<file path="config.mk">
export PLATFORM = sky130hd
export DESIGN_NAME = serial_flash_program_port
export DESIGN_NICKNAME = d
export VERILOG_FILES = /design/src/rtl/instr_fifo.v /design/src/rtl/serial_flash_program_port.v
export VERILOG_INCLUDE_DIRS = /design/src /design/src/rtl
export SDC_FILE = /design/constraint.sdc
export NUM_CORES = 1
export LEC_CHECK = 0
export BUFFER_PORTS_ARGS = -buffer_cell sky130_fd_sc_hd__buf_2
export CORE_ASPECT_RATIO = 1.4
export CORE_MARGIN = 1.5
export CORE_UTILIZATION = 40
export CTS_BUF_LIST = sky130_fd_sc_hd__clkbuf_4
export CTS_CLUSTER_DIAMETER = 150
export DETAILED_ROUTE_END_ITERATION = 8
export MAX_ROUTING_LAYER = met4
export PLACE_DENSITY = 0.6
export SYNTH_ARGS = -nofsm -noshare
export SYNTH_HDL_FRONTEND = slang
export SYNTH_SLANG_ARGS = --single-unit
</file>
<file path="constraint.sdc">
create_clock -name clock_i -period 7.03 [get_ports clock_i]
set_input_delay 1.406 -clock clock_i [delete_from_list [all_inputs] [get_ports clock_i]]
set_output_delay 1.406 -clock clock_i [all_outputs]
set_load 0.02 [all_outputs]
</file>
<file path="src/rtl/flash_port_defines.vh">
/*
 * Constants for the serial flash program port: control codes, serial
 * field lengths and the nonvolatile operation control layout.
 * Assumes inclusion by bare name from the design files.
 */
`ifndef FLASH_PORT_DEFINES_VH
`define FLASH_PORT_DEFINES_VH

// ----------------------------------------------------------------------
// Serial control codes and field lengths
// ----------------------------------------------------------------------
`define CODE_BITS          4
`define CODE_SIX           4'h0
`define CODE_REGISTER_READOUT_CODE        4'h1
`define INSTR_BITS         24
`define READ_IDLE_CYCLES   8
`define READ_DATA_BITS     16

// ----------------------------------------------------------------------
// Operation control register layout
// ----------------------------------------------------------------------
`define CTRL_WIDTH         16
`define CTRL_RESET         16'h0000
`define BIT_START          15
`define BIT_PERMIT         14
`define BIT_SEQ_ERR        13
`define BIT_IDLE_STOP      12
`define BIT_ROW_FMT        9
`define BIT_ROW_UNDERRUN   8
`define OP_MSB             3
`define OP_LSB             0

// ----------------------------------------------------------------------
// Operation select encodings
// ----------------------------------------------------------------------
`define OP_BULK_ERASE      4'hE
`define OP_PAGE_ERASE      4'h3
`define OP_ROW_PROGRAM     4'h2
`define OP_DOUBLE_WORD     4'h1

// ----------------------------------------------------------------------
// Unlock key and register selects
// ----------------------------------------------------------------------
`define KEY_FIRST          8'h55
`define KEY_SECOND         8'hAA
`define SEL_CONTROL        1'b0
`define SEL_KEY            1'b1

// ----------------------------------------------------------------------
// Program counter safety and double-word alignment
// ----------------------------------------------------------------------
`define VECTOR_LAST        24'h0001FF
`define DW_ALIGN_MASK      24'hFFFFF8

`endif

</file>
<file path="src/rtl/instr_fifo.v">
/*
 * Parameterised FIFO for shifted-in instructions, with a registered
 * output stage so read data always come from flip-flops.
 * Assumes one clock and the asynchronous active-low reset.
 */
`timescale 1ns/100ps

module instr_fifo #(
    parameter WIDTH = 24,
    parameter DEPTH = 16,
    parameter AW    = 4
) (
    input  wire             clock_i,
    input  wire             rst_n_i,
    input  wire [WIDTH-1:0] in_data_i,
    input  wire             in_valid_i,
    output wire             in_ready_o,
    output reg  [WIDTH-1:0] out_data_o,
    output reg              out_valid_o,
    input  wire             out_ready_i
);

    reg [WIDTH-1:0] mem [0:DEPTH-1];
    reg [AW-1:0]    wr_ptr_q;
    reg [AW-1:0]    rd_ptr_q;
    reg [AW:0]      count_q;
    wire            push;
    wire            pop;

    localparam [AW:0] FULL_LEVEL = DEPTH;

    assign in_ready_o = (count_q < FULL_LEVEL);
    assign push       = in_valid_i && in_ready_o;
    assign pop        = (count_q != {(AW+1){1'b0}}) &&
                        (!out_valid_o || out_ready_i);

    always @(posedge clock_i) begin
        if (push) begin
            mem[wr_ptr_q] <= in_data_i;
        end
    end

    always @(posedge clock_i or negedge rst_n_i) begin
        if (!rst_n_i) begin
            wr_ptr_q    <= {AW{1'b0}};
            rd_ptr_q    <= {AW{1'b0}};
            count_q     <= {(AW+1){1'b0}};
            out_valid_o <= 1'b0;
            out_data_o  <= {WIDTH{1'b0}};
        end else begin
            if (push) begin
                wr_ptr_q <= wr_ptr_q + {{(AW-1){1'b0}}, 1'b1};
            end
            if (pop) begin
                rd_ptr_q   <= rd_ptr_q + {{(AW-1){1'b0}}, 1'b1};
                out_data_o <= mem[rd_ptr_q];
            end
            if (pop) begin
                out_valid_o <= 1'b1;
            end else if (out_ready_i) begin
                out_valid_o <= 1'b0;
            end
            if (push && !pop) begin
                count_q <= count_q + {{AW{1'b0}}, 1'b1};
            end else if (pop && !push) begin
                count_q <= count_q - {{AW{1'b0}}, 1'b1};
            end
        end
    end

endmodule

</file>
<file path="src/rtl/serial_flash_program_port.v">
/*
 * Serial flash program port: takes control codes and instructions from
 * the programming clock and data pins, hands instructions to the CPU
 * through a FIFO, shifts the visible output register out, and runs the
 * nonvolatile operation control register with its unlock key.
 * Assumes a CPU that pops instructions, writes the control and key
 * registers through the write port, and reports its program counter.
 */
`timescale 1ns/100ps

`include "flash_port_defines.vh"

module serial_flash_program_port #(
    parameter FLASH_LAST  = 24'h02ABFE,
    parameter BULK_EDGES  = 16'd64,
    parameter PAGE_EDGES  = 16'd32,
    parameter DWORD_EDGES = 16'd16,
    parameter FIFO_DEPTH  = 16
) (
    input  wire        clock_i,
    input  wire        rst_n_i,
    input  wire        prog_clock_pin_i,
    input  wire        prog_data_pin_i,
    output wire        prog_data_pin_o,
    output wire        prog_data_pin_oe_o,
    output wire [23:0] instr_data_o,
    output wire        instr_valid_o,
    input  wire        instr_ready_i,
    output reg         cpu_tick_o,
    input  wire [15:0] visi_data_i,
    input  wire        reg_wr_i,
    input  wire        reg_sel_i,
    input  wire [15:0] reg_wdata_i,
    output wire [15:0] reg_rdata_o,
    input  wire [23:0] pc_i,
    output reg         device_reset_o,
    input  wire        idle_i,
    input  wire        power_save_req_i,
    output reg         power_save_grant_o,
    input  wire [23:0] nvm_addr_i,
    output reg  [23:0] flash_addr_o,
    output wire [3:0]  flash_op_o,
    output wire        flash_busy_o,
    output reg         flash_step_o
);

    // ------------------------------------------------------------------
    // Pin synchronisers and edge detection
    // ------------------------------------------------------------------
    reg [2:0] pgc_sync_q;
    reg [1:0] pgd_sync_q;
    wire      pc_rise;
    wire      pc_fall;
    wire      din;

    always @(posedge clock_i or negedge rst_n_i) begin
        if (!rst_n_i) begin
            pgc_sync_q <= 3'h0;
            pgd_sync_q <= 2'h0;
        end else begin
            pgc_sync_q <= {pgc_sync_q[1:0], prog_clock_pin_i};
            pgd_sync_q <= {pgd_sync_q[0], prog_data_pin_i};
        end
    end

    // Edges compare the second and third stage only
    assign pc_rise = pgc_sync_q[1] && !pgc_sync_q[2];
    assign pc_fall = !pgc_sync_q[1] && pgc_sync_q[2];
    assign din     = pgd_sync_q[1];

    // ------------------------------------------------------------------
    // Serial sequencer
    // ------------------------------------------------------------------
    localparam ST_CODE  = 3'h0;
    localparam ST_SIX   = 3'h1;
    localparam ST_PUSH  = 3'h2;
    localparam ST_RIDLE = 3'h3;
    localparam ST_ROUT  = 3'h4;
    localparam ST_HOLD  = 3'h5;

    reg [2:0]  state_q;
    reg [2:0]  state_d;
    reg [4:0]  cnt_q;
    reg [4:0]  cnt_d;
    reg [3:0]  code_q;
    reg [3:0]  code_d;
    reg [23:0] instr_q;
    reg [23:0] instr_d;
    reg [15:0] shift_q;
    reg [15:0] shift_d;
    reg        dout_q;
    reg        dout_d;
    reg        oe_q;
    reg        oe_d;
    wire       fifo_in_ready;
    wire [3:0] code_full;

    assign code_full = {din, code_q[3:1]};

    always @* begin
        state_d = state_q;
        cnt_d   = cnt_q;
        code_d  = code_q;
        instr_d = instr_q;
        shift_d = shift_q;
        dout_d  = dout_q;
        oe_d    = oe_q;
        case (state_q)
            ST_CODE: begin
                if (pc_rise) begin
                    code_d = code_full;
                    cnt_d  = cnt_q + 5'h1;
                    if (cnt_q == `CODE_BITS - 1) begin
                        cnt_d = 5'h0;
                        if (code_full == `CODE_SIX) begin
                            state_d = ST_SIX;
                        end else if (code_full == `CODE_REGISTER_READOUT_CODE) begin
                            state_d = ST_RIDLE;
                        end else begin
                            state_d = ST_CODE;
                        end
                    end
                end
            end
            ST_SIX: begin
                if (pc_rise) begin
                    instr_d = {din, instr_q[23:1]};
                    cnt_d   = cnt_q + 5'h1;
                    if (cnt_q == `INSTR_BITS - 1) begin
                        cnt_d   = 5'h0;
                        state_d = ST_PUSH;
                    end
                end
            end
            ST_PUSH: begin
                // Edges arriving while the FIFO is full are lost; the
                // programmer paces itself through readout polling
                if (fifo_in_ready) begin
                    state_d = ST_CODE;
                end
            end
            ST_RIDLE: begin
                if (pc_rise) begin
                    cnt_d = cnt_q + 5'h1;
                    if (cnt_q == `READ_IDLE_CYCLES - 1) begin
                        cnt_d   = 5'h0;
                        shift_d = visi_data_i;
                        oe_d    = 1'b1;
                        state_d = ST_ROUT;
                    end
                end
            end
            ST_ROUT: begin
                if (pc_fall) begin
                    dout_d  = shift_q[0];
                    shift_d = {1'b0, shift_q[15:1]};
                end
                if (pc_rise) begin
                    cnt_d = cnt_q + 5'h1;
                    if (cnt_q == `READ_DATA_BITS - 1) begin
                        cnt_d   = 5'h0;
                        state_d = ST_HOLD;
                    end
                end
            end
            ST_HOLD: begin
                // The releasing edge already carries the next code's bit
                if (pc_rise) begin
                    oe_d    = 1'b0;
                    code_d  = {din, code_q[3:1]};
                    cnt_d   = 5'h1;
                    state_d = ST_CODE;
                end
            end
            default: begin
                state_d = ST_CODE;
                cnt_d   = 5'h0;
                oe_d    = 1'b0;
            end
        endcase
    end

    always @(posedge clock_i or negedge rst_n_i) begin
        if (!rst_n_i) begin
            state_q    <= ST_CODE;
            cnt_q      <= 5'h0;
            code_q     <= 4'h0;
            instr_q    <= 24'h000000;
            shift_q    <= 16'h0000;
            dout_q     <= 1'b0;
            oe_q       <= 1'b0;
            cpu_tick_o <= 1'b0;
        end else begin
            state_q    <= state_d;
            cnt_q      <= cnt_d;
            code_q     <= code_d;
            instr_q    <= instr_d;
            shift_q    <= shift_d;
            dout_q     <= dout_d;
            oe_q       <= oe_d;
            // CPU clocks only while the next code shifts in
            cpu_tick_o <= pc_rise && (state_q == ST_CODE);
        end
    end

    assign prog_data_pin_o    = dout_q;
    assign prog_data_pin_oe_o = oe_q;

    instr_fifo #(
        .WIDTH (`INSTR_BITS),
        .DEPTH (FIFO_DEPTH),
        .AW    ($clog2(FIFO_DEPTH))
    ) u_fifo (
        .clock_i     (clock_i),
        .rst_n_i     (rst_n_i),
        .in_data_i   (instr_q),
        .in_valid_i  (state_q == ST_PUSH),
        .in_ready_o  (fifo_in_ready),
        .out_data_o  (instr_data_o),
        .out_valid_o (instr_valid_o),
        .out_ready_i (instr_ready_i)
    );

    // ------------------------------------------------------------------
    // Program counter guard
    // ------------------------------------------------------------------
    wire pc_bad;

    // No stall insertion here; hazards are the feeder's job
    assign pc_bad = (pc_i <= `VECTOR_LAST) || (pc_i > FLASH_LAST);

    always @(posedge clock_i or negedge rst_n_i) begin
        if (!rst_n_i) begin
            device_reset_o <= 1'b0;
        end else begin
            device_reset_o <= pc_bad;
        end
    end

    // ------------------------------------------------------------------
    // Nonvolatile operation control and unlock key
    // ------------------------------------------------------------------
    function op_valid;
        input [3:0] op;
        begin
            op_valid = (op == `OP_BULK_ERASE) ||
                       (op == `OP_PAGE_ERASE) ||
                       (op == `OP_DOUBLE_WORD);
        end
    endfunction

    reg        start_q;
    reg        permit_q;
    reg        err_q;
    reg        idle_stop_q;
    reg        row_fmt_q;
    reg        underrun_q;
    reg [3:0]  op_q;
    reg [1:0]  key_q;
    reg [15:0] step_q;
    reg [15:0] op_len;
    wire       ctrl_wr;
    wire       key_wr;
    wire       start_try;
    wire       start_ok;
    wire       advance;
    wire       done;

    assign ctrl_wr   = reg_wr_i && (reg_sel_i == `SEL_CONTROL);
    assign key_wr    = reg_wr_i && (reg_sel_i == `SEL_KEY);
    assign start_try = ctrl_wr && reg_wdata_i[`BIT_START] && !start_q;
    // Row program is not offered on this port
    assign start_ok  = start_try && (key_q == 2'h2) &&
                       reg_wdata_i[`BIT_PERMIT] &&
                       op_valid(reg_wdata_i[`OP_MSB:`OP_LSB]);
    assign advance   = start_q && pc_rise &&
                       !(idle_i && idle_stop_q);
    assign done      = advance && (step_q == op_len - 16'h1);

    always @* begin
        case (op_q)
            `OP_BULK_ERASE:  op_len = BULK_EDGES;
            `OP_PAGE_ERASE:  op_len = PAGE_EDGES;
            `OP_DOUBLE_WORD: op_len = DWORD_EDGES;
            default:         op_len = DWORD_EDGES;
        endcase
    end

    // The power-on reset clears all these bits; device_reset_o also clears key_q if key_wr is low, and while start_q is set it clears start_q and sets err_q
    always @(posedge clock_i or negedge rst_n_i) begin
        if (!rst_n_i) begin
            start_q      <= 1'b0;
            permit_q     <= 1'b0;
            err_q        <= 1'b0;
            idle_stop_q  <= 1'b0;
            row_fmt_q    <= 1'b0;
            underrun_q   <= 1'b0;
            op_q         <= 4'h0;
            key_q        <= 2'h0;
            step_q       <= 16'h0000;
            flash_addr_o <= 24'h000000;
            flash_step_o <= 1'b0;
        end else begin
            flash_step_o <= advance;
            if (key_wr) begin
                if (reg_wdata_i[7:0] == `KEY_FIRST) begin
                    key_q <= 2'h1;
                end else if (reg_wdata_i[7:0] == `KEY_SECOND &&
                             key_q == 2'h1) begin
                    key_q <= 2'h2;
                end else begin
                    key_q <= 2'h0;
                end
            end else if (ctrl_wr || device_reset_o) begin
                key_q <= 2'h0;
            end
            if (ctrl_wr) begin
                permit_q    <= reg_wdata_i[`BIT_PERMIT];
                err_q       <= reg_wdata_i[`BIT_SEQ_ERR];
                idle_stop_q <= reg_wdata_i[`BIT_IDLE_STOP];
                row_fmt_q   <= reg_wdata_i[`BIT_ROW_FMT];
                underrun_q  <= reg_wdata_i[`BIT_ROW_UNDERRUN];
                if (!start_q) begin
                    op_q <= reg_wdata_i[`OP_MSB:`OP_LSB];
                end
            end
            if (start_ok) begin
                start_q      <= 1'b1;
                step_q       <= 16'h0000;
                flash_addr_o <= nvm_addr_i & `DW_ALIGN_MASK;
            end else if (advance) begin
                step_q <= step_q + 16'h1;
            end
            if (done) begin
                start_q <= 1'b0;
                err_q   <= 1'b0;
            end
            // Error sets are placed last so they win over any clear
            if (start_try && !start_ok) begin
                err_q <= 1'b1;
            end
            if (start_q && device_reset_o) begin
                start_q <= 1'b0;
                err_q   <= 1'b1;
            end
        end
    end

    assign reg_rdata_o = {start_q, permit_q, err_q, idle_stop_q,
                          2'b00, row_fmt_q, underrun_q,
                          4'h0, op_q};
    assign flash_op_o   = op_q;
    assign flash_busy_o = start_q;

    always @(posedge clock_i or negedge rst_n_i) begin
        if (!rst_n_i) begin
            power_save_grant_o <= 1'b0;
        end else begin
            power_save_grant_o <= power_save_req_i && !start_q;
        end
    end

endmodule

</file>
-- After elaboration in Yosys (flattened, before gate mapping)
Memory sizes are Yosys's and may differ from the RTL's. A register that Yosys moved wholly into a read port is not among the register bits.
Cells that the tools add are included.
- bits in registers: 126
- bits in latches: 0
- RAM bits: 384
- bits in read-only memories: 0
- bits of input ports: 89
- output and inout bits: 76
- word-level logic and storage cells: 180
- memories kept: 1
- memories (name ; words ; width ; read ports ; clocked after memory_dff ; write ports ; line ; text):
    u_fifo.mem ; 16 ; 24 ; 1 ; 1 ; 1 ; instr_fifo.v:23 ; reg [WIDTH-1:0] mem [0:DEPTH-1];
- $add $sub $neg: 7
- multiply operators: 0
- divide/modulo/power cells: 0
- magnitude comparators: 3
- eq/ne operators: 31
- shifts and indexed selects: 0
- multiplexer cells: 51
- bitwise operators: 4
- reduce and logical (&&, ||, !) cells: 56
- operators by type and width (operator ; number):
    $mux 16 ; 5
    $mux 5 ; 11
    $pmux 16 s2 ; 1
    $mux 3 ; 10
    $pmux 5 s6 ; 1
    $gt 24x18->1 const B ; 1
    $le 24x9->1 const B ; 1
    $logic_and 1x1->1 ; 22
    $ne 2x2->1 const B ; 11
    $pmux 3 s6 ; 1
    $add 16x1->16 const B ; 1
    $eq 16x16->1 ; 1
    $mux 1 ; 14
    $pmux 7 s2 ; 1
    $mux 2 ; 6
    $add 5x1->5 const B ; 2
    $reduce_and 10->1 ; 1
    $reduce_bool 2->1 ; 5
    $logic_not 1->1 ; 9
    $add 4x1->4 const B ; 2
    $eq 4x1->1 const B ; 2
    $eq 4x2->1 const B ; 2
    $eq 4x4->1 const B ; 2
    $eq 8x7->1 const B ; 1
    26 further kinds ; 39

-- Depth between registers and ports, before layout
- depth in word-level cells: 11
- mapped depth: 12
- mapped depth without buffers: 10

-- Modules after synthesis
From an unflattened synthesis, not the netlist that was laid out.
- cells, all modules: 1180
- area, all modules: 21500.6 um2
- modules (own cells, without submodules) (module ; times used ; cells an instance ; area an instance (um2) ; sequential area each (um2)):
    instr_fifo ; 1 ; 729 ; 16331.9 ; 12482.0
    serial_flash_program_port ; 1 ; 451 ; 5168.7 ; 2777.7

-- Worst setup path before layout
No wires, ideal clock.
- kind: input -> register
- from: input instr_ready_i
- to: register u_fifo.count_q[4]
- setup time: 80 ps
- arrival time: 3354 ps
- data required time: 6950 ps
- setup slack: 3596 ps
- cell stages on the path: 12
- buffers on the path: 2
- path through: nand2b_1 > o21a_1 > buf_6 > buf_2 > inv_1 > ha_1 > inv_1 > ha_1 > a21o_1 > a21oi_1 > mux2i_1 > xnor2_1
- longest elaborated chain between the ends: 5
- elaborated cells on any way between the ends: 7
- those cells by class: mux (1); reduce/logical (6)
- ends and longest elaborated chain (element ; line ; text):
    start, declared ; serial_flash_program_port.v:28 ; input wire instr_ready_i,
    $logic_or 1x1->1 (*) ; instr_fifo.v:35 ; (!out_valid_o || out_ready_i);
    $logic_and 1x1->1 (*) ; instr_fifo.v:34 ; assign pop = (count_q != {(AW+1){1'b0}}) &&
    $logic_not 1->1 ; instr_fifo.v:63 ; if (push && !pop) begin
    $logic_and 1x1->1 ; instr_fifo.v:63 ;
    $mux 5 / $reduce_bool 2->1 (equally long branches) ; - ;
    end signal, assigned ; instr_fifo.v:47 ; count_q <= {(AW+1){1'b0}};
    end signal, assigned ; instr_fifo.v:64 ; count_q <= count_q + {{AW{1'b0}}, 1'b1};
    end signal, assigned ; instr_fifo.v:66 ; count_q <= count_q - {{AW{1'b0}}, 1'b1};
    end, declared ; instr_fifo.v:26 ; reg [AW:0] count_q;
Every way passes the cells marked *; elsewhere a longest branch is shown, timed or not.
A chain may end at the register's enable or synchronous reset.

-- Worst setup path in the final report
- from: register state_q[0]
- to: memory u_fifo.mem[1][23], enable pin
- longest elaborated chain between the ends: 4
- ends and longest elaborated chain (element ; line ; text):
    start, declared ; serial_flash_program_port.v:81 ; reg [2:0] state_q;
    start signal, assigned ; serial_flash_program_port.v:194 ; state_q <= state_d;
    $eq 3x2->1 ; serial_flash_program_port.v:217 ; .in_valid_i (state_q == ST_PUSH),
    $logic_and 1x1->1 ; instr_fifo.v:33 ; assign push = in_valid_i && in_ready_o;
    via u_fifo.push ; instr_fifo.v:27 ; wire push;
    $mux 1 ; instr_fifo.v:38 ; if (push) begin
    $mux 1 (not written as such) ; instr_fifo.v:39 ; mem[wr_ptr_q] <= in_data_i;
    end, declared ; instr_fifo.v:23 ;
The timed path passes the listed nets, and every way through them passes these cells.

==> flow_summary.json <==
{
  "h-tree-depth": 4,
  "hp-class": "flip-flop to flip-flop",
  "postCtsHoldBufs": 0,
  "synth_warnings": 0,
  "period_minus_slack_ns": 3.19,
  "stdcell_count": 2233,
  "firstDrtPassIters": 5,
  "worstReg2RegStart": "state_q[0]",
  "route.detailed.drc": 0,
  "final.period_utilization": 0.454,
  "wl_met2_mm": 25.2,
  "clk-insertion-delay-late_ns": 0.84,
  "yosysTopAreaCell": "edfxtp_1",
  "cts_max_path_buffers": 3,
  "drt-met1-wl_mm": 18.1,
  "antenna_cells": 0,
  "synth_edf_count": 384,
  "syn_area_per_cell_sq_um": 18.2,
  "maxCapViolCount": 0,
  "cts_root_buf": "clkbuf_4",
  "crit_start": "state_q[0]",
  "area_growth_pct": 14.8,
  "routabilityCongestion": 0.806,
  "placement.io_buffers": 150,
  "grt_pass1_vias": 12700,
  "path_clk_slew_ns": 0.06,
  "ys_types": 61,
  "path_delay_family": "simple AND/OR/NAND/NOR gates",
  "dieWidth_microns": 199,
  "viasPerCell": 5.21,
  "critical_path_class": "flip-flop to flip-flop",
  "grt_pass1_wl_mm": 72.5,
  "crit_buf_inv": 1,
  "synth_area_sq_um": 21400,
  "start_util": 0.404,
  "rows": 100,
  "wl_met3_mm": 2.53,
  "synth-seq-cells": 533,
  "first_iter_violations": 585,
  "tns_ns": 0,
  "synth_top_area_share": 0.538,
  "min_from": "pgc_sync_q[0]",
  "p_per_area_nw_per_um2": 335,
  "core_sq_um": 53100,
  "path_cells": "nand2b_1 > nor3_2 > nor3b_1 > and2_1 > buf_4",
  "placed_cells": 2001,
  "wl_per_cell_microns": 21.0,
  "cts.sinks": 533,
  "cp.arrival_ns": 3.64,
  "final.setup_skew_ns": 0.0549,
  "yosysSeqAreaShare": 0.712,
  "ir_drop_uv": 237,
  "crit_path_end_kind": "flip-flop",
  "yosys-top-cells-area": "edfxtp_1 (54%), dfrtp_1 (17%), mux4_2 (10%)",
  "final-hold-violation-count": 0,
  "num-nets-final": 1522,
  "relSlewSlack": 0.243,
  "drtAntennaViolNets": 0,
  "post_cts_buffers": 0,
  "crit_path_max_fanout": 15,
  "cts_resized": 0,
  "overflow": 0,
  "dr.max_layer_used": "met4",
  "synth_top_flop_cell": "edfxtp_1",
  "place_hpwl_mm": 26.1,
  "required_ns": 7.48,
  "finalSetupViolCount": 0,
  "p_leak_nw": 9.18,
  "pin_count": 165,
  "fillCellCount": 4693,
  "finalWirelength_mm": 46.9,
  "die_y_microns": 277,
  "vias": 11600,
  "fmax_mhz": 314,
  "cp_slowest_cell": "and2_1",
  "drive_above_1_share": 0.417,
  "cts_tree": "done",
  "track_usage": 0.183,
  "cts_buffers": 130,
  "grt_max_degree": 64,
  "grt_setup_unrepaired": "no",
  "postSynthCellCount": 1178,
  "start_kind": "flip-flop",
  "slew_viol_final": 0,
  "max_slew.worst_pin.slew_ns": 1.14,
  "antenna_found_initial": 0,
  "async_flop_share": 0.280,
  "cpPeakStageDelay_ns": 0.63,
  "dieArea_sq_um": 55000,
  "status": "finished, final reports clean"
}
==> cell type report <==
type,instances,area (sq um),share of cell area
Inverter,17,63.8,0.00259
Multi-Input combinational cell,559,5730,0.233
Clock buffer,201,1510,0.0613
Timing Repair Buffer,178,967,0.0393
Clock inverter,31,186,0.00757
Tap cell,714,893,0.0363
Sequential cell,533,15300,0.620
==> synth_stat cells, types with 17 or more instances <==
cell type / number
o22ai_1: 29
a21oi_2: 20
nand2_1: 50
o21ai_0: 34
mux4_2: 96
edfxtp_1: 384
clkbuf_1: 24
buf_4: 30
dfrtp_1: 149
o22ai_2: 20
inv_1: 17
nor2_1: 33
mux2i_1: 18
mux2_2: 83
==> layer usage <==
metal / up-vias / global-route usage
met5: - / -
met4: 0 / 0.0715
met3: 88 / 0.0378
met2: 376 / 0.315
met1: 5986 / 0.207
li1: 5176 / -
==> power by group <==
group          internal (W)  switching (W)
logic              0.000929       0.000944
registers           0.00352       0.000264
clock network       0.00138        0.00120
==> path summary, 6_finish.rpt <==
kind | end | slack (ns) | cells past startpoint
max in group asynchronous | u_fifo.rd_ptr_q[1] | 4.97 | 2
setup reg to reg | u_fifo.mem[1][23] | 3.84 | 5
hold / removal | pgc_sync_q[1] | 0.35 | 0
setup / recovery | u_fifo.mem[1][23] | 3.84 | 5
hold reg to reg | pgc_sync_q[1] | 0.35 | 0
min in group asynchronous | flash_busy_o | 0.60 | 1
==> sequential cells by signal, summed over array words and instances, names as in the netlist, 2 cells and up <==
name,cells
step_q,16
u_fifo.out_data_o,24
u_fifo.rd_ptr_q,4
pgd_sync_q,2
shift_q,16
key_q,2
u_fifo.mem,384
pgc_sync_q,3
code_q,3
flash_addr_o,21
cnt_q,5
u_fifo.count_q,5
u_fifo.wr_ptr_q,4
state_q,3
instr_q,24
flash_op_o,4
==> kinds of logic (layout without fill, tap and decap cells) <==
family	after synthesis	count (layout)	synth area share
flip-flops	533	533	0.712
other	1	9	0.000175
AO/OA/AOI/OAI	133	133	0.0455
buffers and inverters	94	427	0.0256
XOR/XNOR	26	26	0.0106
adder cells (fa/ha/maj)	14	14	0.00852
multiplexers	197	197	0.153
AND/OR/NAND/NOR	180	180	0.0453
==> metrics by stage <==
stage	hold slack, ns	total power [W]	util	setup WS (ns)	area, sq um
4_1_cts	0.356	0.00839	0.464	3.75	24600
6_report	0.354	0.00824	0.464	3.84	24600
3_3_place_gp	0.336	0.00575	0.432	3.41	22900
5_1_grt	0.356	0.00869	0.464	3.53	24600
3_5_place_dp	0.341	0.00578	0.432	3.36	22900
2_1_floorplan	0.331	0.00530	-	3.60	21500
==> cells in the final DEF, fill, tap and decap left out, types with 13 or more instances in the layout <==
| cell type | Yosys | layout |
|---|---|---|
| o22ai_2 | 20 | 20 |
| buf_2 | 16 | 149 |
| a21oi_1 | 16 | 16 |
| buf_4 | 30 | 28 |
| o22ai_1 | 29 | 29 |
| mux2i_1 | 18 | 18 |
| dfrtp_1 | 149 | 146 |
| a21oi_2 | 20 | 20 |
| clkbuf_4 | 0 | 201 |
| inv_1 | 17 | 17 |
| o21ai_0 | 34 | 34 |
| mux2_2 | 83 | 83 |
| clkinv_1 | 0 | 19 |
| xor2_1 | 15 | 15 |
| edfxtp_1 | 384 | 384 |
| ha_1 | 13 | 13 |
| nor2_1 | 33 | 29 |
| mux4_2 | 96 | 96 |
| nand2_1 | 50 | 50 |
No activity file was read; power rests on OpenSTA's default activity.
